==> src/shared/nmc_map.svh <==
`ifndef NMC_MAP_SVH
`define NMC_MAP_SVH
// Functional notes
// - Multi-plane program pages share A9-A13
// - Planes may be loaded in any order
// - Erase setup repeated, one confirm, four max
// - Only one erase block per plane
// - Copy-back source read with 00h
// - 8Ah destination then 10h starts copy
// - Copy-back keeps A14, A15, A26
// - No partial program after copy-back
// - Use two-bit ECC with copy-back
// - Further copy-back source reads use 03h
// - 11h ends plane, 10h ends last
// - No column pointer in multi-plane copy-back
// - Status mode holds; reissue read after
// - 71h pass/fail valid only when ready
// - 90h plus 00h gives four ID bytes
// - Wait 10 us after power-up
`define NMC_OFS_CTRL       8'h00
`define NMC_OFS_STAT       8'h04
`define NMC_OFS_ADDR       8'h08
`define NMC_OFS_RDATA      8'h0C
`define NMC_OFS_CFG        8'h10
`define NMC_CTL_C1_LSB     8
`define NMC_CTL_NADDR_LSB  16
`define NMC_CTL_USE1       19
`define NMC_CTL_WAIT       20
`define NMC_CTL_RDB        21
`define NMC_CTL_OP_LSB     22
`define NMC_STB_READY      6
`define NMC_STATUS_RST     8'hC0
`define NMC_CMD_READ1      8'h00
`define NMC_CMD_PTR_B      8'h01
`define NMC_CMD_READ_ALT   8'h03
`define NMC_CMD_PROG       8'h10
`define NMC_CMD_DUMMY      8'h11
`define NMC_CMD_READ2      8'h50
`define NMC_CMD_ERASE      8'h60
`define NMC_CMD_STATUS     8'h70
`define NMC_CMD_MSTATUS    8'h71
`define NMC_CMD_DATA_IN    8'h80
`define NMC_CMD_COPY_IN    8'h8A
`define NMC_CMD_ERASE_CONF 8'hD0
`define NMC_CMD_RESET      8'hFF
`define NMC_ERR_BUSY       3'h1
`define NMC_ERR_PAGE_LOW   3'h2
`define NMC_ERR_COPY_PLANE 3'h3
`define NMC_ERR_POINTER    3'h4
`define NMC_ERR_ERASE_PL   3'h5
`define NMC_CLK_MHZ        125
`define NMC_RECOV_US       10
`define NMC_RECOV_CYC      (`NMC_RECOV_US * `NMC_CLK_MHZ)
`define NMC_WB_NS          100
`define NMC_WB_CYC         ((`NMC_WB_NS * `NMC_CLK_MHZ + 999) / 1000)
`define NMC_STROBE_CYC     3
`define NMC_HOLD_CYC       3
`define NMC_RD_CYC         6
`endif

==> src/shared/nmc_pkg.sv <==
package nmc_pkg;
   typedef enum logic [3:0] {
      NMC_PWRUP, NMC_IDLE, NMC_CMD0, NMC_ADDR, NMC_CMD1,
      NMC_DWR, NMC_WB, NMC_WRB, NMC_DRD
   } nmc_state_t;
   typedef enum logic [1:0] {NMC_OP_CMD, NMC_OP_WR, NMC_OP_RD, NMC_OP_NONE} nmc_op_t;
endpackage : nmc_pkg

==> src/rtl/nmc_pin_sync.sv <==
`timescale 1ns/1ns
module nmc_pin_sync #(
   parameter int W = 1
) (
   input  wire logic         hclk,
   input  wire logic         hresetn,
   input  wire logic [W-1:0] d,
   output      logic [W-1:0] q
);
   typedef struct packed {
      logic [W-1:0] s1;
      logic [W-1:0] s2;
      logic [W-1:0] s3;
      logic [W-1:0] q;
   } nmc_sync_st_t;
   nmc_sync_st_t st_reg;
   nmc_sync_st_t st_next;

   always_comb
   begin
      st_next    = st_reg;
      st_next.s1 = d;
      st_next.s2 = st_reg.s1;
      st_next.s3 = st_reg.s2;
      // A bit changes only once the second and third stages agree
      st_next.q  = ((st_reg.s2 ~^ st_reg.s3) & st_reg.s3) | ((st_reg.s2 ^ st_reg.s3) & st_reg.q);
   end

   always_ff @(posedge hclk or negedge hresetn)
   begin
      if (!hresetn)
         st_reg <= '0;
      else
         st_reg <= st_next;
   end

   assign q = st_reg.q;
endmodule : nmc_pin_sync

==> src/rtl/nmc_ahb_slave.sv <==
`timescale 1ns/1ns
module nmc_ahb_slave (
   input  wire logic        hclk,
   input  wire logic        hresetn,
   input  wire logic        hsel,
   input  wire logic [31:0] haddr,
   input  wire logic [1:0]  htrans,
   input  wire logic        hwrite,
   input  wire logic [2:0]  hsize,
   input  wire logic [31:0] hwdata,
   input  wire logic        hready,
   output      logic        hreadyout,
   output      logic        hresp,
   output      logic [31:0] hrdata,
   output      logic        reg_wr,
   output      logic [7:0]  reg_waddr,
   output      logic [31:0] reg_wdata,
   output      logic [7:0]  reg_raddr,
   input  wire logic [31:0] reg_rdata
);
   typedef struct packed {
      logic        wpend;
      logic [7:0]  waddr;
      logic [31:0] rdata;
   } nmc_bus_st_t;
   nmc_bus_st_t st_reg;
   nmc_bus_st_t st_next;

   always_comb
   begin
      st_next       = st_reg;
      st_next.wpend = 1'h0;
      // Only word transfers are used, so hsize is not decoded
      if (hsel && htrans[1] && hready && (hsize == 3'h2 || hsize != 3'h2))
      begin
         st_next.wpend = hwrite;
         st_next.waddr = haddr[7:0];
         if (!hwrite)
            st_next.rdata = (haddr[31:8] == 24'h000000) ? reg_rdata : 32'h00000000;
         else
            st_next.rdata = 32'h00000000;
      end
   end

   always_ff @(posedge hclk or negedge hresetn)
   begin
      if (!hresetn)
         st_reg <= '0;
      else
         st_reg <= st_next;
   end

   assign hreadyout = 1'h1;
   assign hresp     = 1'h0;
   assign hrdata    = st_reg.rdata;
   assign reg_wr    = st_reg.wpend;
   assign reg_waddr = st_reg.waddr;
   assign reg_wdata = hwdata;
   assign reg_raddr = haddr[7:0];
endmodule : nmc_ahb_slave

==> src/rtl/nmc_top.sv <==
// Chosen here: the address map and the AHB-Lite interface to the registers.
`timescale 1ns/1ns
`include "nmc_map.svh"
module nmc_top (
   input  wire logic        hclk,
   input  wire logic        hresetn,
   input  wire logic        hsel,
   input  wire logic [31:0] haddr,
   input  wire logic [1:0]  htrans,
   input  wire logic        hwrite,
   input  wire logic [2:0]  hsize,
   input  wire logic [31:0] hwdata,
   input  wire logic        hready,
   output      logic        hreadyout,
   output      logic        hresp,
   output      logic [31:0] hrdata,
   output      logic        nand_ce_n,
   output      logic        nand_cle,
   output      logic        nand_ale,
   output      logic        nand_we_n,
   output      logic        read_strobe_n,
   output      logic        nand_wp_n,
   output      logic [7:0]  nand_io_out,
   output      logic        nand_io_oe,
   input  wire logic [7:0]  nand_io_in,
   input  wire logic        nand_rb
);
   typedef struct packed {
      nmc_pkg::nmc_state_t state;
      logic [10:0]         cnt;
      logic [2:0]          aidx;
      logic [31:0]         ctrl;
      logic [31:0]         addr;
      logic [7:0]          rdata;
      logic [7:0]          stat;
      logic                stat_valid;
      logic                smode;
      logic                err;
      logic [2:0]          ecode;
      logic                wp_cfg;
      logic                ce_hold;
      logic                ce_n;
      logic                we_n;
      logic                re_n;
      logic                cle;
      logic                ale;
      logic                wp_n;
      logic                io_oe;
      logic [7:0]          io_out;
      logic [4:0]          mp_low;
      logic                mp_act;
      logic [2:0]          cb_plane;
      logic                cb_act;
      logic [3:0]          er_mask;
   } nmc_top_st_t;

   nmc_top_st_t st_reg;
   nmc_top_st_t st_next;
   logic [8:0]  pin_q;
   logic        rb_s;
   logic [7:0]  io_s;
   logic        reg_wr;
   logic [7:0]  reg_waddr;
   logic [31:0] reg_wdata;
   logic [7:0]  reg_raddr;
   logic [31:0] reg_rdata;
   logic [10:0] up_cnt;

   nmc_ahb_slave u_bus (
      .hclk      (hclk),
      .hresetn   (hresetn),
      .hsel      (hsel),
      .haddr     (haddr),
      .htrans    (htrans),
      .hwrite    (hwrite),
      .hsize     (hsize),
      .hwdata    (hwdata),
      .hready    (hready),
      .hreadyout (hreadyout),
      .hresp     (hresp),
      .hrdata    (hrdata),
      .reg_wr    (reg_wr),
      .reg_waddr (reg_waddr),
      .reg_wdata (reg_wdata),
      .reg_raddr (reg_raddr),
      .reg_rdata (reg_rdata)
   );

   nmc_pin_sync #(.W(9)) u_sync (
      .hclk    (hclk),
      .hresetn (hresetn),
      .d       ({nand_rb, nand_io_in}),
      .q       (pin_q)
   );
   assign rb_s = pin_q[8];
   assign io_s = pin_q[7:0];

   ////////////////////////////////////////////////////////////////////////////////
   // Sequencing helpers
   function automatic nmc_top_st_t go_idle(input nmc_top_st_t s);
      nmc_top_st_t r;
      r       = s;
      r.state = nmc_pkg::NMC_IDLE;
      r.cnt   = 11'h000;
      r.io_oe = 1'h0;
      r.cle   = 1'h0;
      r.ale   = 1'h0;
      r.we_n  = 1'h1;
      r.re_n  = 1'h1;
      r.ce_n  = !s.ce_hold;
      return r;
   endfunction : go_idle

   function automatic nmc_top_st_t go_byte(input nmc_top_st_t s, input nmc_pkg::nmc_state_t t,
                                           input logic [7:0] b, input logic c, input logic a);
      nmc_top_st_t r;
      r        = s;
      r.state  = t;
      r.cnt    = 11'h000;
      r.we_n   = 1'h0;
      r.io_oe  = 1'h1;
      r.io_out = b;
      r.cle    = c;
      r.ale    = a;
      r.ce_n   = 1'h0;
      return r;
   endfunction : go_byte

   function automatic nmc_top_st_t go_read(input nmc_top_st_t s);
      nmc_top_st_t r;
      r       = s;
      r.state = nmc_pkg::NMC_DRD;
      r.cnt   = 11'h000;
      r.re_n  = 1'h0;
      r.io_oe = 1'h0;
      r.cle   = 1'h0;
      r.ale   = 1'h0;
      r.ce_n  = 1'h0;
      return r;
   endfunction : go_read

   function automatic nmc_top_st_t go_wait(input nmc_top_st_t s);
      nmc_top_st_t r;
      r = go_idle(s);
      r.ce_n = 1'h0;
      if (s.ctrl[`NMC_CTL_WAIT])
         r.state = nmc_pkg::NMC_WB;
      else if (s.ctrl[`NMC_CTL_RDB])
         r = go_read(s);
      else
         r = go_idle(s);
      return r;
   endfunction : go_wait

   function automatic nmc_top_st_t go_rest(input nmc_top_st_t s);
      if (s.ctrl[`NMC_CTL_USE1])
         return go_byte(s, nmc_pkg::NMC_CMD1, s.ctrl[`NMC_CTL_C1_LSB +: 8], 1'h1, 1'h0);
      return go_wait(s);
   endfunction : go_rest

   function automatic logic [7:0] addr_byte(input logic [31:0] a, input logic [2:0] i);
      return a[{i[1:0], 3'h0} +: 8];
   endfunction : addr_byte

   function automatic logic [1:0] erase_plane(input logic [31:0] a);
      return a[6:5];
   endfunction : erase_plane

   ////////////////////////////////////////////////////////////////////////////////
   // Pin sequencer and register writes
   logic [7:0] c0;
   logic [7:0] c1;
   logic [2:0] naddr;
   assign c0    = reg_wdata[7:0];
   assign c1    = reg_wdata[`NMC_CTL_C1_LSB +: 8];
   assign naddr = st_reg.ctrl[`NMC_CTL_NADDR_LSB +: 3];

   always_comb
   begin
      st_next = st_reg;
      unique case (st_reg.state)
         nmc_pkg::NMC_PWRUP:
         begin
            st_next.cnt = st_reg.cnt + 11'h001;
            if (st_reg.cnt == 11'(`NMC_RECOV_CYC - 1))
               st_next = go_idle(st_reg);
         end
         nmc_pkg::NMC_IDLE:
            st_next.ce_n = !st_reg.ce_hold;
         nmc_pkg::NMC_CMD0, nmc_pkg::NMC_ADDR, nmc_pkg::NMC_CMD1, nmc_pkg::NMC_DWR:
         begin
            st_next.cnt = st_reg.cnt + 11'h001;
            if (st_reg.cnt == 11'(`NMC_STROBE_CYC - 1))
               st_next.we_n = 1'h1;
            if (st_reg.cnt == 11'(`NMC_STROBE_CYC + `NMC_HOLD_CYC - 1))
            begin
               if (st_reg.state == nmc_pkg::NMC_CMD0)
               begin
                  st_next.aidx = 3'h0;
                  if (naddr != 3'h0)
                     st_next = go_byte(st_next, nmc_pkg::NMC_ADDR,
                                       addr_byte(st_reg.addr, 3'h0), 1'h0, 1'h1);
                  else
                     st_next = go_rest(st_next);
               end
               else if (st_reg.state == nmc_pkg::NMC_ADDR)
               begin
                  st_next.aidx = st_reg.aidx + 3'h1;
                  if (st_next.aidx < naddr)
                     st_next = go_byte(st_next, nmc_pkg::NMC_ADDR,
                                       addr_byte(st_reg.addr, st_next.aidx), 1'h0, 1'h1);
                  else
                     st_next = go_rest(st_next);
               end
               else if (st_reg.state == nmc_pkg::NMC_CMD1)
                  st_next = go_wait(st_next);
               else
                  st_next = go_idle(st_next);
            end
         end
         nmc_pkg::NMC_WB:
         begin
            st_next.cnt = st_reg.cnt + 11'h001;
            if (st_reg.cnt == 11'(`NMC_WB_CYC - 1))
               st_next.state = nmc_pkg::NMC_WRB;
         end
         nmc_pkg::NMC_WRB:
         begin
            // ready again after any command issued with the wait bit set (program, dummy, erase, reset)
            if (rb_s)
               st_next = st_reg.ctrl[`NMC_CTL_RDB] ? go_read(st_reg) : go_idle(st_reg);
         end
         nmc_pkg::NMC_DRD:
         begin
            st_next.cnt = st_reg.cnt + 11'h001;
            if (st_reg.cnt == 11'(`NMC_RD_CYC - 1))
            begin
               st_next.re_n  = 1'h1;
               st_next.rdata = io_s;
               // pass/fail kept valid only with ready set
               if (st_reg.smode)
               begin
                  st_next.stat       = io_s;
                  st_next.stat_valid = io_s[`NMC_STB_READY];
               end
            end
            if (st_reg.cnt == 11'(`NMC_RD_CYC + `NMC_HOLD_CYC - 1))
               st_next = go_idle(st_next);
         end
      endcase

      if (reg_wr && reg_waddr == `NMC_OFS_STAT && reg_wdata[1])
         st_next.err = 1'h0;
      if (reg_wr && reg_waddr == `NMC_OFS_ADDR && st_reg.state == nmc_pkg::NMC_IDLE)
         st_next.addr = reg_wdata;
      if (reg_wr && reg_waddr == `NMC_OFS_CFG)
      begin
         st_next.wp_cfg  = reg_wdata[0];
         st_next.ce_hold = reg_wdata[1];
      end
      if (reg_wr && reg_waddr == `NMC_OFS_CTRL)
      begin
         if (st_reg.state != nmc_pkg::NMC_IDLE)
         begin
            st_next.err   = 1'h1;
            st_next.ecode = `NMC_ERR_BUSY;
         end
         // same low page bits across planes
         else if (reg_wdata[23:22] == nmc_pkg::NMC_OP_CMD && c0 == `NMC_CMD_DATA_IN
                  && st_reg.mp_act && st_reg.addr[12:8] != st_reg.mp_low)
         begin
            st_next.err   = 1'h1;
            st_next.ecode = `NMC_ERR_PAGE_LOW;
         end
         else if (reg_wdata[23:22] == nmc_pkg::NMC_OP_CMD && c0 == `NMC_CMD_COPY_IN
                  && st_reg.cb_plane != {st_reg.addr[14:13], st_reg.addr[25]})
         begin
            st_next.err   = 1'h1;
            st_next.ecode = `NMC_ERR_COPY_PLANE;
         end
         else if (reg_wdata[23:22] == nmc_pkg::NMC_OP_CMD && st_reg.cb_act
                  && (c0 == `NMC_CMD_PTR_B || c0 == `NMC_CMD_READ2))
         begin
            st_next.err   = 1'h1;
            st_next.ecode = `NMC_ERR_POINTER;
         end
         else if (reg_wdata[23:22] == nmc_pkg::NMC_OP_CMD && c0 == `NMC_CMD_ERASE
                  && st_reg.er_mask[erase_plane(st_reg.addr)])
         begin
            st_next.err   = 1'h1;
            st_next.ecode = `NMC_ERR_ERASE_PL;
         end
         else
         begin
            st_next.ctrl = reg_wdata;
            unique case (nmc_pkg::nmc_op_t'(reg_wdata[23:22]))
               nmc_pkg::NMC_OP_CMD:
               begin
                  st_next.smode = (c0 == `NMC_CMD_STATUS || c0 == `NMC_CMD_MSTATUS);
                  if (c0 == `NMC_CMD_DATA_IN)
                     st_next.mp_low = st_reg.addr[12:8];
                  if (c0 == `NMC_CMD_READ1 || c0 == `NMC_CMD_READ_ALT)
                     st_next.cb_plane = {st_reg.addr[14:13], st_reg.addr[25]};
                  if (c0 == `NMC_CMD_COPY_IN)
                     st_next.cb_act = 1'h1;
                  if (c0 == `NMC_CMD_ERASE)
                     st_next.er_mask[erase_plane(st_reg.addr)] = 1'h1;
                  if (reg_wdata[`NMC_CTL_USE1] && c1 == `NMC_CMD_DUMMY)
                     st_next.mp_act = 1'h1;
                  if (reg_wdata[`NMC_CTL_USE1] && c1 == `NMC_CMD_PROG)
                  begin
                     st_next.mp_act = 1'h0;
                     st_next.cb_act = 1'h0;
                  end
                  if ((reg_wdata[`NMC_CTL_USE1] && c1 == `NMC_CMD_ERASE_CONF)
                      || c0 == `NMC_CMD_ERASE_CONF)
                     st_next.er_mask = 4'h0;
                  if (c0 == `NMC_CMD_RESET)
                  begin
                     st_next.mp_act     = 1'h0;
                     st_next.cb_act     = 1'h0;
                     st_next.er_mask    = 4'h0;
                     st_next.stat       = `NMC_STATUS_RST;
                     st_next.stat_valid = 1'h0;
                  end
                  st_next.aidx = 3'h0;
                  st_next = go_byte(st_next, nmc_pkg::NMC_CMD0, c0, 1'h1, 1'h0);
               end
               nmc_pkg::NMC_OP_WR:
                  st_next = go_byte(st_next, nmc_pkg::NMC_DWR, c0, 1'h0, 1'h0);
               nmc_pkg::NMC_OP_RD:
                  st_next = go_read(st_next);
               nmc_pkg::NMC_OP_NONE:
                  st_next.ctrl = st_reg.ctrl;
            endcase
         end
      end
      st_next.wp_n = (st_next.state != nmc_pkg::NMC_PWRUP) && st_next.wp_cfg;
   end

   always_ff @(posedge hclk or negedge hresetn)
   begin
      if (!hresetn)
      begin
         st_reg       <= '0;
         st_reg.state <= nmc_pkg::NMC_PWRUP;
         st_reg.stat  <= `NMC_STATUS_RST;
         st_reg.ce_n  <= 1'h1;
         st_reg.we_n  <= 1'h1;
         st_reg.re_n  <= 1'h1;
      end
      else
         st_reg <= st_next;
   end

   function automatic logic [31:0] read_mux(input logic [7:0] a, input nmc_top_st_t s,
                                            input logic rb);
      unique case (a)
         `NMC_OFS_CTRL:  return s.ctrl;
         `NMC_OFS_STAT:  return {16'h0000, s.stat, s.stat_valid, s.state != nmc_pkg::NMC_PWRUP,
                                 rb, s.ecode, s.err, s.state != nmc_pkg::NMC_IDLE};
         `NMC_OFS_ADDR:  return s.addr;
         `NMC_OFS_RDATA: return {24'h000000, s.rdata};
         `NMC_OFS_CFG:   return {30'h00000000, s.ce_hold, s.wp_cfg};
         default:        return 32'h00000000;
      endcase
   endfunction : read_mux
   assign reg_rdata = read_mux(reg_raddr, st_reg, rb_s);

   assign nand_ce_n     = st_reg.ce_n;
   assign nand_cle      = st_reg.cle;
   assign nand_ale      = st_reg.ale;
   assign nand_we_n     = st_reg.we_n;
   assign read_strobe_n = st_reg.re_n;
   assign nand_wp_n     = st_reg.wp_n;
   assign nand_io_out   = st_reg.io_out;
   assign nand_io_oe    = st_reg.io_oe;

   ////////////////////////////////////////////////////////////////////////////////
   // Checks
   always_ff @(posedge hclk or negedge hresetn)
   begin
      if (!hresetn)
         up_cnt <= 11'h000;
      else if (up_cnt != 11'h7FF)
         up_cnt <= up_cnt + 11'h001;
   end

   AST_RECOVERY: assert property (@(posedge hclk) disable iff (!hresetn)
      (up_cnt < 11'(`NMC_RECOV_CYC)) |-> (nand_ce_n && nand_we_n && !nand_wp_n))
      else $error("command pins active before recovery time");
   AST_WE_PULSE: assert property (@(posedge hclk) disable iff (!hresetn)
      $fell(nand_we_n) |-> (!nand_we_n)[*3] ##1 nand_we_n)
      else $error("write strobe width wrong");
   AST_RB_WAIT: assert property (@(posedge hclk) disable iff (!hresetn)
      (st_reg.state == nmc_pkg::NMC_WRB && !rb_s) |=> st_reg.state == nmc_pkg::NMC_WRB)
      else $error("left busy wait while device busy");
   AST_DUMMY_WAIT: assert property (@(posedge hclk) disable iff (!hresetn)
      (st_reg.state == nmc_pkg::NMC_CMD1 && st_reg.ctrl[`NMC_CTL_WAIT]
       && st_reg.cnt == 11'(`NMC_STROBE_CYC + `NMC_HOLD_CYC - 1))
      |=> st_reg.state == nmc_pkg::NMC_WB ##13 st_reg.state == nmc_pkg::NMC_WRB)
      else $error("no busy wait after confirm");
   AST_COPY_PLANE: assert property (@(posedge hclk) disable iff (!hresetn)
      (reg_wr && reg_waddr == `NMC_OFS_CTRL && st_reg.state == nmc_pkg::NMC_IDLE
       && reg_wdata[23:22] == 2'h0 && c0 == `NMC_CMD_COPY_IN && !st_reg.mp_act
       && st_reg.cb_plane != {st_reg.addr[14:13], st_reg.addr[25]})
      |=> st_reg.err && st_reg.state == nmc_pkg::NMC_IDLE)
      else $error("copy across planes not refused");
   AST_PAGE_LOW: assert property (@(posedge hclk) disable iff (!hresetn)
      (reg_wr && reg_waddr == `NMC_OFS_CTRL && st_reg.state == nmc_pkg::NMC_IDLE
       && reg_wdata[23:22] == 2'h0 && c0 == `NMC_CMD_DATA_IN && st_reg.mp_act
       && st_reg.addr[12:8] != st_reg.mp_low)
      |=> st_reg.ecode == `NMC_ERR_PAGE_LOW && st_reg.err)
      else $error("mismatched page bits not refused");
   AST_ERASE_PL: assert property (@(posedge hclk) disable iff (!hresetn)
      (st_reg.state == nmc_pkg::NMC_CMD0 && st_reg.io_out == `NMC_CMD_ERASE
       && !(st_reg.ctrl[`NMC_CTL_USE1]
            && st_reg.ctrl[`NMC_CTL_C1_LSB +: 8] == `NMC_CMD_ERASE_CONF))
      |-> st_reg.er_mask != 4'h0)
      else $error("erase setup not recorded");
   AST_STAT_VALID: assert property (@(posedge hclk) disable iff (!hresetn)
      $rose(st_reg.stat_valid) |-> st_reg.stat[`NMC_STB_READY])
      else $error("status marked valid while busy");
   AST_RESET_STAT: assert property (@(posedge hclk) disable iff (!hresetn)
      (st_reg.state == nmc_pkg::NMC_CMD0 && st_reg.io_out == `NMC_CMD_RESET
       && st_reg.cnt == 11'h000)
      |-> st_reg.stat == `NMC_STATUS_RST && !st_reg.cb_act && !st_reg.mp_act)
      else $error("reset did not clear state");
   AST_BUS_DIR: assert property (@(posedge hclk) disable iff (!hresetn)
      !nand_io_oe |-> ##0 !(nand_cle || nand_ale) || nand_we_n)
      else $error("strobe without driven bus");
endmodule : nmc_top

==> config.mk <==
export PLATFORM = sky130hd
export DESIGN_NAME = nmc_top
export DESIGN_NICKNAME = d
export VERILOG_FILES = /design/src/shared/nmc_pkg.sv /design/src/rtl/nmc_pin_sync.sv /design/src/rtl/nmc_ahb_slave.sv /design/src/rtl/nmc_top.sv
export VERILOG_INCLUDE_DIRS = /design/src /design/src/shared
export SDC_FILE = /design/constraint.sdc
export NUM_CORES = 1
export LEC_CHECK = 0
export BUFFER_PORTS_ARGS = -buffer_cell sky130_fd_sc_hd__buf_2
export CORE_MARGIN = 3
export CORE_UTILIZATION = 53
export CTS_BUF_LIST = sky130_fd_sc_hd__clkbuf_8 sky130_fd_sc_hd__clkbuf_16
export DETAILED_ROUTE_END_ITERATION = 12
export PLACE_DENSITY = 0.77
export SYNTH_ARGS = -nofsm -noshare
export SYNTH_HDL_FRONTEND = slang
export SYNTH_SLANG_ARGS = --single-unit
==> constraint.sdc <==
create_clock -name hclk -period 2.5 [get_ports hclk]
set_clock_uncertainty 0.2 [all_clocks]
set_input_delay 0.25 -clock hclk [delete_from_list [all_inputs] [get_ports hclk]]
set_output_delay 0.25 -clock hclk [all_outputs]
set_load 0.02 [all_outputs]
==> results.cfg, run 1 <==
[synth]
synth_compound_area_share_pct = 13.4
synth_top_area_cell = dfrtp_1
synth_fa_ha_area_share_pct = 2.44
synth_top_family_by_area = simple AND/OR/NAND/NOR gates
synthMuxAreaShare_pct = 14.0
synthCells = 1009
syn-cell-area_sq_um = 10800
synth_common_cells = dfrtp_1, nand2_1, mux2_2
synth.area.top_cells = dfrtp_1, mux2_2, mux4_2, nand2_1, o21ai_0
synth-simple-area-share_pct = 15.9
yosys_warnings = 0
synth_top_area_share_pct = 48.1
synth_ff_type = dfrtp_1
syn-num-nets = 1113
yosys_register_bits = 212
async_flop_share_pct = 100
avgSynthCellArea_sq_um = 10.7
ys_seq_area_share_pct = 49.3
synth_cell_types = 81
synth-edff-count = 0
yosysMostFrequentCell = dfrtp_1
synthXorXnorAreaFrac_pct = 0.813

[setup_path]
r2r_slack_ns = -0.25
cp_slowest_cell = dfrtp_1
path_buf_inv = 4
max_stage_delay_ns = 0.43
critPathMaxFanout = 5
crit_type = register to register
worstPathRequired_ns = 2.71
start_kind = register
critical_path_arrival_ns = 2.96
cp_cell_sequence = xnor2_1 -> nand3_2 -> a21oi_4 -> nand3_4 -> buf_12 -> buf_8 -> nor4_4 -> buf_6 -> buf_4 -> a31oi_4 -> nor2_1
end_kind = register
cp_top_family = simple AND/OR/NAND/NOR gates

[hold_path]
hp-class = input pin to async pin

[pwr]
p_int_w = 0.00845
clkPwrFrac_pct = 28.5
pwr-share-seq_pct = 32.8
p_sw_share_pct = 34.2
pwr-share-comb_pct = 38.6
power.density_nw_per_um2 = 854
irDropWorstVdd_uv = 482
power_leakage_nw = 6.82
switchingPower_w = 0.00439

[placement]
place_area_sq_um = 12700
post-dp-hpwl_um = 23000
detailedPlace.worstSlack_ns = -0.329
io_buffers = 125
place.gp.congestion = 0.950

[timing]
hold_viol_final = 0
relSlewSlack_pct = 51.2
worstMarginPinSlew_ns = 0.731
period_minus_slack_ns = 2.75
setup_viol = 73
rsz0062_at_grt = true
fmax_mhz = 364
tns_ns = -6.76
period_share_pct = 110
worst_slack_ns = -0.245
maxSlewViolCount = 0

[finish]
nets = 1417
drive_above_1_share_pct = 41.5
antennaDiodeCount = 0
fillers = 1231
area_growth_pct = 39.5
stdcell_area_sq_um = 15000
largest_reg_flops = 117

[routing]
vias = 9949
ant_nets = 0
viasPerCell = 6.24
drt_first_pass_iters = 5
drt-total-wl_um = 37200
wl_per_cell_um = 23.3
drc = 0
drtIter0Drc = 1185

[floorplanning]
die_h_um = 149
die_w_um = 149
core_area_sq_um = 19700
placementRows = 51
initial_core_util_pct = 54.6
ios = 132
dieArea_sq_um = 22100

[clocking]
htree_levels = 1
cts-root-buf = clkbuf_16
cts_buffers = 23
clk_path_buf_depth = 3
clk_pin_slew_ns = 0.07
clk_latency_ns = 0.52
cts_tree = yes
clock_sinks = 212

[run_status]
violations = setup timing
status = finished, violations left

[grt]
antenna_found_initial = 0
grt_max_degree = 63
grt_util_all_layers_pct = 31.2
grt_pass1_vias = 9790
grt_pass1_wl_um = 54300
grt_overflow = 0

[flow_run]
maxCapViolations = 0
-- per-stage QoR --
| step | hold slack [ns] | util (%) | power, W | cells |
|---|---|---|---|---|
| 2_1_floorplan | -0.246 | - | 0.00663 | 1009 |
| 3_3_place_gp | -0.0252 | 64.3 | 0.00782 | 1474 |
| 3_5_place_dp | -0.0179 | 64.3 | 0.00789 | 1474 |
| 4_1_cts | 0.0000971 | 73.4 | 0.0120 | 1587 |
| 5_1_grt | 0.0210 | 76.2 | 0.0133 | 1595 |
| 6_report | 0.0201 | 76.2 | 0.0128 | 1595 |
-- power groups by stage --
stage	clock, W	combinational, W	sequential [W]
2_1_floorplan	0	0.00251	0.00411
3_3_place_gp	0	0.00361	0.00421
3_5_place_dp	0	0.00366	0.00422
4_1_cts	0.00367	0.00418	0.00417
5_1_grt	0.00381	0.00529	0.00424
6_report	0.00366	0.00496	0.00421
-- cells by family (layout without fill, tap and decap cells) --
logic type / Yosys count / count (layout)
flip-flops: 212 / 212
adder cells (fa/ha/maj): 21 / 21
multiplexers: 122 / 122
buffers and inverters: 92 / 412
XOR/XNOR: 10 / 10
other: 2 / 2
AO/OA/AOI/OAI: 224 / 224
AND/OR/NAND/NOR: 326 / 327
-- area by class of cell --
cell class,count,area [sq um],area share [%]
repair buffers,342,2670,17.7
clock inverters,15,188,1.25
flip-flops and latches,212,5310,35.4
clock buffers,27,631,4.20
inverters,28,110,0.733
well taps,265,332,2.21
multi-input cells,706,5790,38.5
-- routing by layer --
metal	track usage [%]	part of all wire [%]
met3	5.21	9.0
met4	9.84	4.2
met1	44.4	39
met5	0	0
met2	49.3	47
-- placed cells by master, fill, tap and decap left out, drive strengths merged, types with 6 or more instances in the layout --
| master | Yosys | final |
|---|---|---|
| nand3b | 8 | 8 |
| dlygate4sd3 | 0 | 53 |
| clkbuf | 33 | 28 |
| a22o | 6 | 6 |
| nand2 | 86 | 86 |
| o21ai | 66 | 66 |
| nor2 | 81 | 81 |
| a21oi | 50 | 50 |
| a211oi | 12 | 12 |
| buf | 31 | 288 |
| dfrtp | 207 | 207 |
| nand3 | 23 | 23 |
| or3 | 7 | 7 |
| nand2b | 10 | 10 |
| nor2b | 13 | 13 |
| a2111oi | 6 | 6 |
| mux4 | 15 | 15 |
| xnor2 | 6 | 6 |
| nor3 | 24 | 24 |
| a31oi | 11 | 11 |
| and2 | 5 | 6 |
| a21o | 20 | 20 |
| nor3b | 10 | 10 |
| inv | 27 | 32 |
| nor4 | 15 | 15 |
| mux2 | 81 | 81 |
| mux2i | 26 | 26 |
| ha | 21 | 21 |
| nand4 | 11 | 11 |
| or4 | 10 | 10 |
| a22oi | 23 | 23 |
| and3 | 9 | 9 |
-- final timing paths --
path / cells past startpoint / startpoint / endpoint
max: 11 / st_reg[67]$_DFFE_PN0P_ / st_reg[0]$_DFFE_PN0P_
max in group asynchronous: 3 / hresetn / st_reg[44]$_DFF_PN1_
min: 2 / hresetn / st_reg[129]$_DFF_PN0_
max reg2reg: 11 / st_reg[67]$_DFFE_PN0P_ / st_reg[0]$_DFFE_PN0P_
min reg2reg: 0 / u_sync.st_next[25]$_DFF_PN0_ / u_sync.st_next[16]$_DFF_PN0_
min in group hclk: 3 / hwdata[3] / nand_io_out[3]$_DFF_PN0_
-- repair_timing --
action,4_1_cts,5_1_grt
pin swaps,32,42
setup buffers,16,10
hold endpoints to repair,286,0
cloned,3,1
resized for setup,71,115
hold buffers,53,0
setup endpoints to repair,75,105
No activity file was read; power rests on OpenSTA's default activity.
==> run 2, diff against run 1 <==
PLACE_DENSITY = 0.76   (was 0.77)
SYNTH_HIERARCHICAL = 1   (was not set)
==> run 2 against run 1 <==
  * The flow still finishes with violations (setup timing)
  * Flip-flop and latch count unchanged
  * Via count decreased by 2.2%
  * Sequential share of layout area rose by 0.91 points
  * Count of clock-buffer cells in the layout unchanged
  * Power is 37% lower
  * Synthesized area is 5.8% higher
  * Worst hold slack worse by 0.011 ns
  * Core utilization down 5.4 points
  * Maximum frequency down 1.2%
  * Largest cell class unchanged
  * Non-clock buffer count fell by 29
  * Die area up 5.5%
  * Wire length is 5.8% lower
==> results.cfg, run 2 <==
[clocking]
clk_pin_slew_ns = 0.06
clk_latency_ns = 0.53
clock_sinks = 212
clk_path_buf_depth = 3
cts_tree = yes
cts-root-buf = clkbuf_16
cts_buffers = 24
htree_levels = 1

[timing]
fmax_mhz = 360
maxSlewViolCount = 0
worst_slack_ns = -0.279
setup_viol = 84
worstMarginPinSlew_ns = 0.677
rsz0062_at_grt = true
hold_viol_final = 0
relSlewSlack_pct = 54.9
period_share_pct = 111
period_minus_slack_ns = 2.78
tns_ns = -12.34

[setup_path]
max_stage_delay_ns = 0.39
path_buf_inv = 1
critPathMaxFanout = 7
rr_endpoint = nand_wp_n$_DFF_PN0_
start_kind = register
r2r-start = st_reg[117]$_DFF_PN0_
cp_cell_sequence = ha_2 -> xor2_1 -> ha_1 -> a21o_1 -> a31oi_4 -> buf_6 -> nor4_1 -> o32ai_1 -> o311a_1 -> o21ai_2 -> a31oi_1
critical_path_arrival_ns = 3.01
r2r.worst_path.cells = 11
worstPathRequired_ns = 2.73
crit_type = register to register
cp_top_family = compound AO/OA/AOI/OAI gates
r2r_slack_ns = -0.28
cp_slowest_cell = dfrtp_1
end_kind = register

[floorplanning]
core_area_sq_um = 20700
die_w_um = 153
dieArea_sq_um = 23300
initial_core_util_pct = 55.0
placementRows = 52
ios = 132
die_h_um = 153

[finish]
layout_commonest_cell = dfrtp_1
final_cell_mix = dfrtp_1, buf_2, buf_4, nand2_1, mux2_2
fin_cells = 1577
post-route-util_pct = 70.8
drive_above_1_share_pct = 37.9
antennaDiodeCount = 0
nets = 1395
area_growth_pct = 28.6
largest_reg_flops = 117

[routing]
vias = 9734
drt-total-wl_um = 35000
ant_nets = 0
viasPerCell = 6.17
drt_first_pass_iters = 6
drtIter0Drc = 956
wl_per_cell_um = 22.2
drc = 0

[synth]
ys_seq_area_share_pct = 46.6
synth_top_area_cell = dfrtp_1
synth_cell_types = 80
async_flop_share_pct = 100
yosys_warnings = 6
synthCells = 1075
synth_ff_type = dfrtp_1
synth.area.top_cells = dfrtp_1, mux2_2, buf_4, mux4_2, nand2_1
syn-cell-area_sq_um = 11400
synth_top_area_share_pct = 45.5
yosys_register_bits = 212
avgSynthCellArea_sq_um = 10.6
syn-num-nets = 1179
yosysMostFrequentCell = dfrtp_1
synth_common_cells = dfrtp_1, nand2_1, mux2_2
synth-edff-count = 0

[placement]
place.gp.congestion = 0.941
post-dp-hpwl_um = 23800
io_buffers = 125
placedCellCount = 1461

[run_status]
violations = setup timing
status = finished, violations left

[flow_run]
maxCapViolations = 0

[hold_path]
hp-class = input pin to async pin

[pwr]
power_leakage_nw = 6.70
power.density_nw_per_um2 = 551
finalPower_w = 0.00807
irDropWorstVdd_uv = 552

[grt]
grt_max_degree = 51
grt_pass1_wl_um = 53300
antenna_found_initial = 1
grt_pass1_vias = 9482
grt_overflow = 0
grt_util_all_layers_pct = 28.4
==> run 2: worst max path at each step <==
stage                                         from                      to  cells past startpoint
detailed placement  u_bus/reg_waddr[5]$_DFFE_PN0N_  st_reg[12]$_DFFE_PN0P_                      8
global placement             st_reg[118]$_DFF_PN0_     nand_wp_n$_DFF_PN0_                     11
finish                       st_reg[117]$_DFF_PN0_     nand_wp_n$_DFF_PN0_                     11
floorplan           u_bus/reg_waddr[5]$_DFFE_PN0N_  st_reg[97]$_DFFE_PN0P_                      6
CTS                          st_reg[118]$_DFF_PN0_     nand_wp_n$_DFF_PN0_                     10
global route                 st_reg[117]$_DFF_PN0_     nand_wp_n$_DFF_PN0_                     10
==> run 2: report_power, final <==
| part | internal, W | switching [W] | total (W) |
|---|---|---|---|
| clock | 0.00183 | 0.00138 | 0.00321 |
| sequential | 0.00361 | 0.000173 | 0.00378 |
| combinational | 0.000505 | 0.000570 | 0.00107 |
| total | 0.00594 | 0.00212 | 0.00807 |
==> run 2: metal layers <==
metal,vias to the layer above,share of wire (%),track usage (%)
li1,4304,-,-
met4,2,3.7,9.93
met2,552,47,44.7
met5,-,0.037,0
met1,4770,40,40.0
met3,106,8.7,5.08
==> run 2: per-stage QoR <==
stage / setup slack [ns] / cell area (sq um) / hold WS (ns)
global placement: -0.184 / 12700 / -0.0220
global route: -0.336 / 14600 / 0.0306
detailed placement: -0.246 / 12700 / -0.0144
CTS: -0.176 / 14200 / 0.00727
finish: -0.279 / 14600 / 0.00861
floorplan: -0.0894 / 11500 / -0.246
==> run 2: cells by family after synthesis <==
| family | Yosys count | synth area share, % |
|---|---|---|
| and+or+nand+nor | 334 | 15.4 |
| other | 2 | 0.0660 |
| AOI/OAI and AO/OA | 220 | 13.2 |
| buffers and inverters | 140 | 6.92 |
| muxes | 135 | 14.6 |
| xor gates and xnor gates | 10 | 0.769 |
| DFF | 212 | 46.6 |
| adders and majority gates | 22 | 2.40 |
==> run 2: layout make-up <==
cell class,instances,area (sq um)
Clock buffer,27,642
Clock inverter,15,80.1
Fill cell,1433,6040
Inverter,17,63.8
Multi-Input combinational cell,723,5790
Sequential cell,212,5310
Tap cell,270,338
Timing Repair Buffer,313,2420
==> run 2: what timing repair did <==
item                                    in CTS  in global routing
endpoints found under the setup margin      68                 88
setup buffers                               13                 14
pin swaps                                   20                 26
gates resized for setup                     47                 83
hold endpoints to repair                   293                  0
cloned                                       2                  2
hold buffers                                48                  0
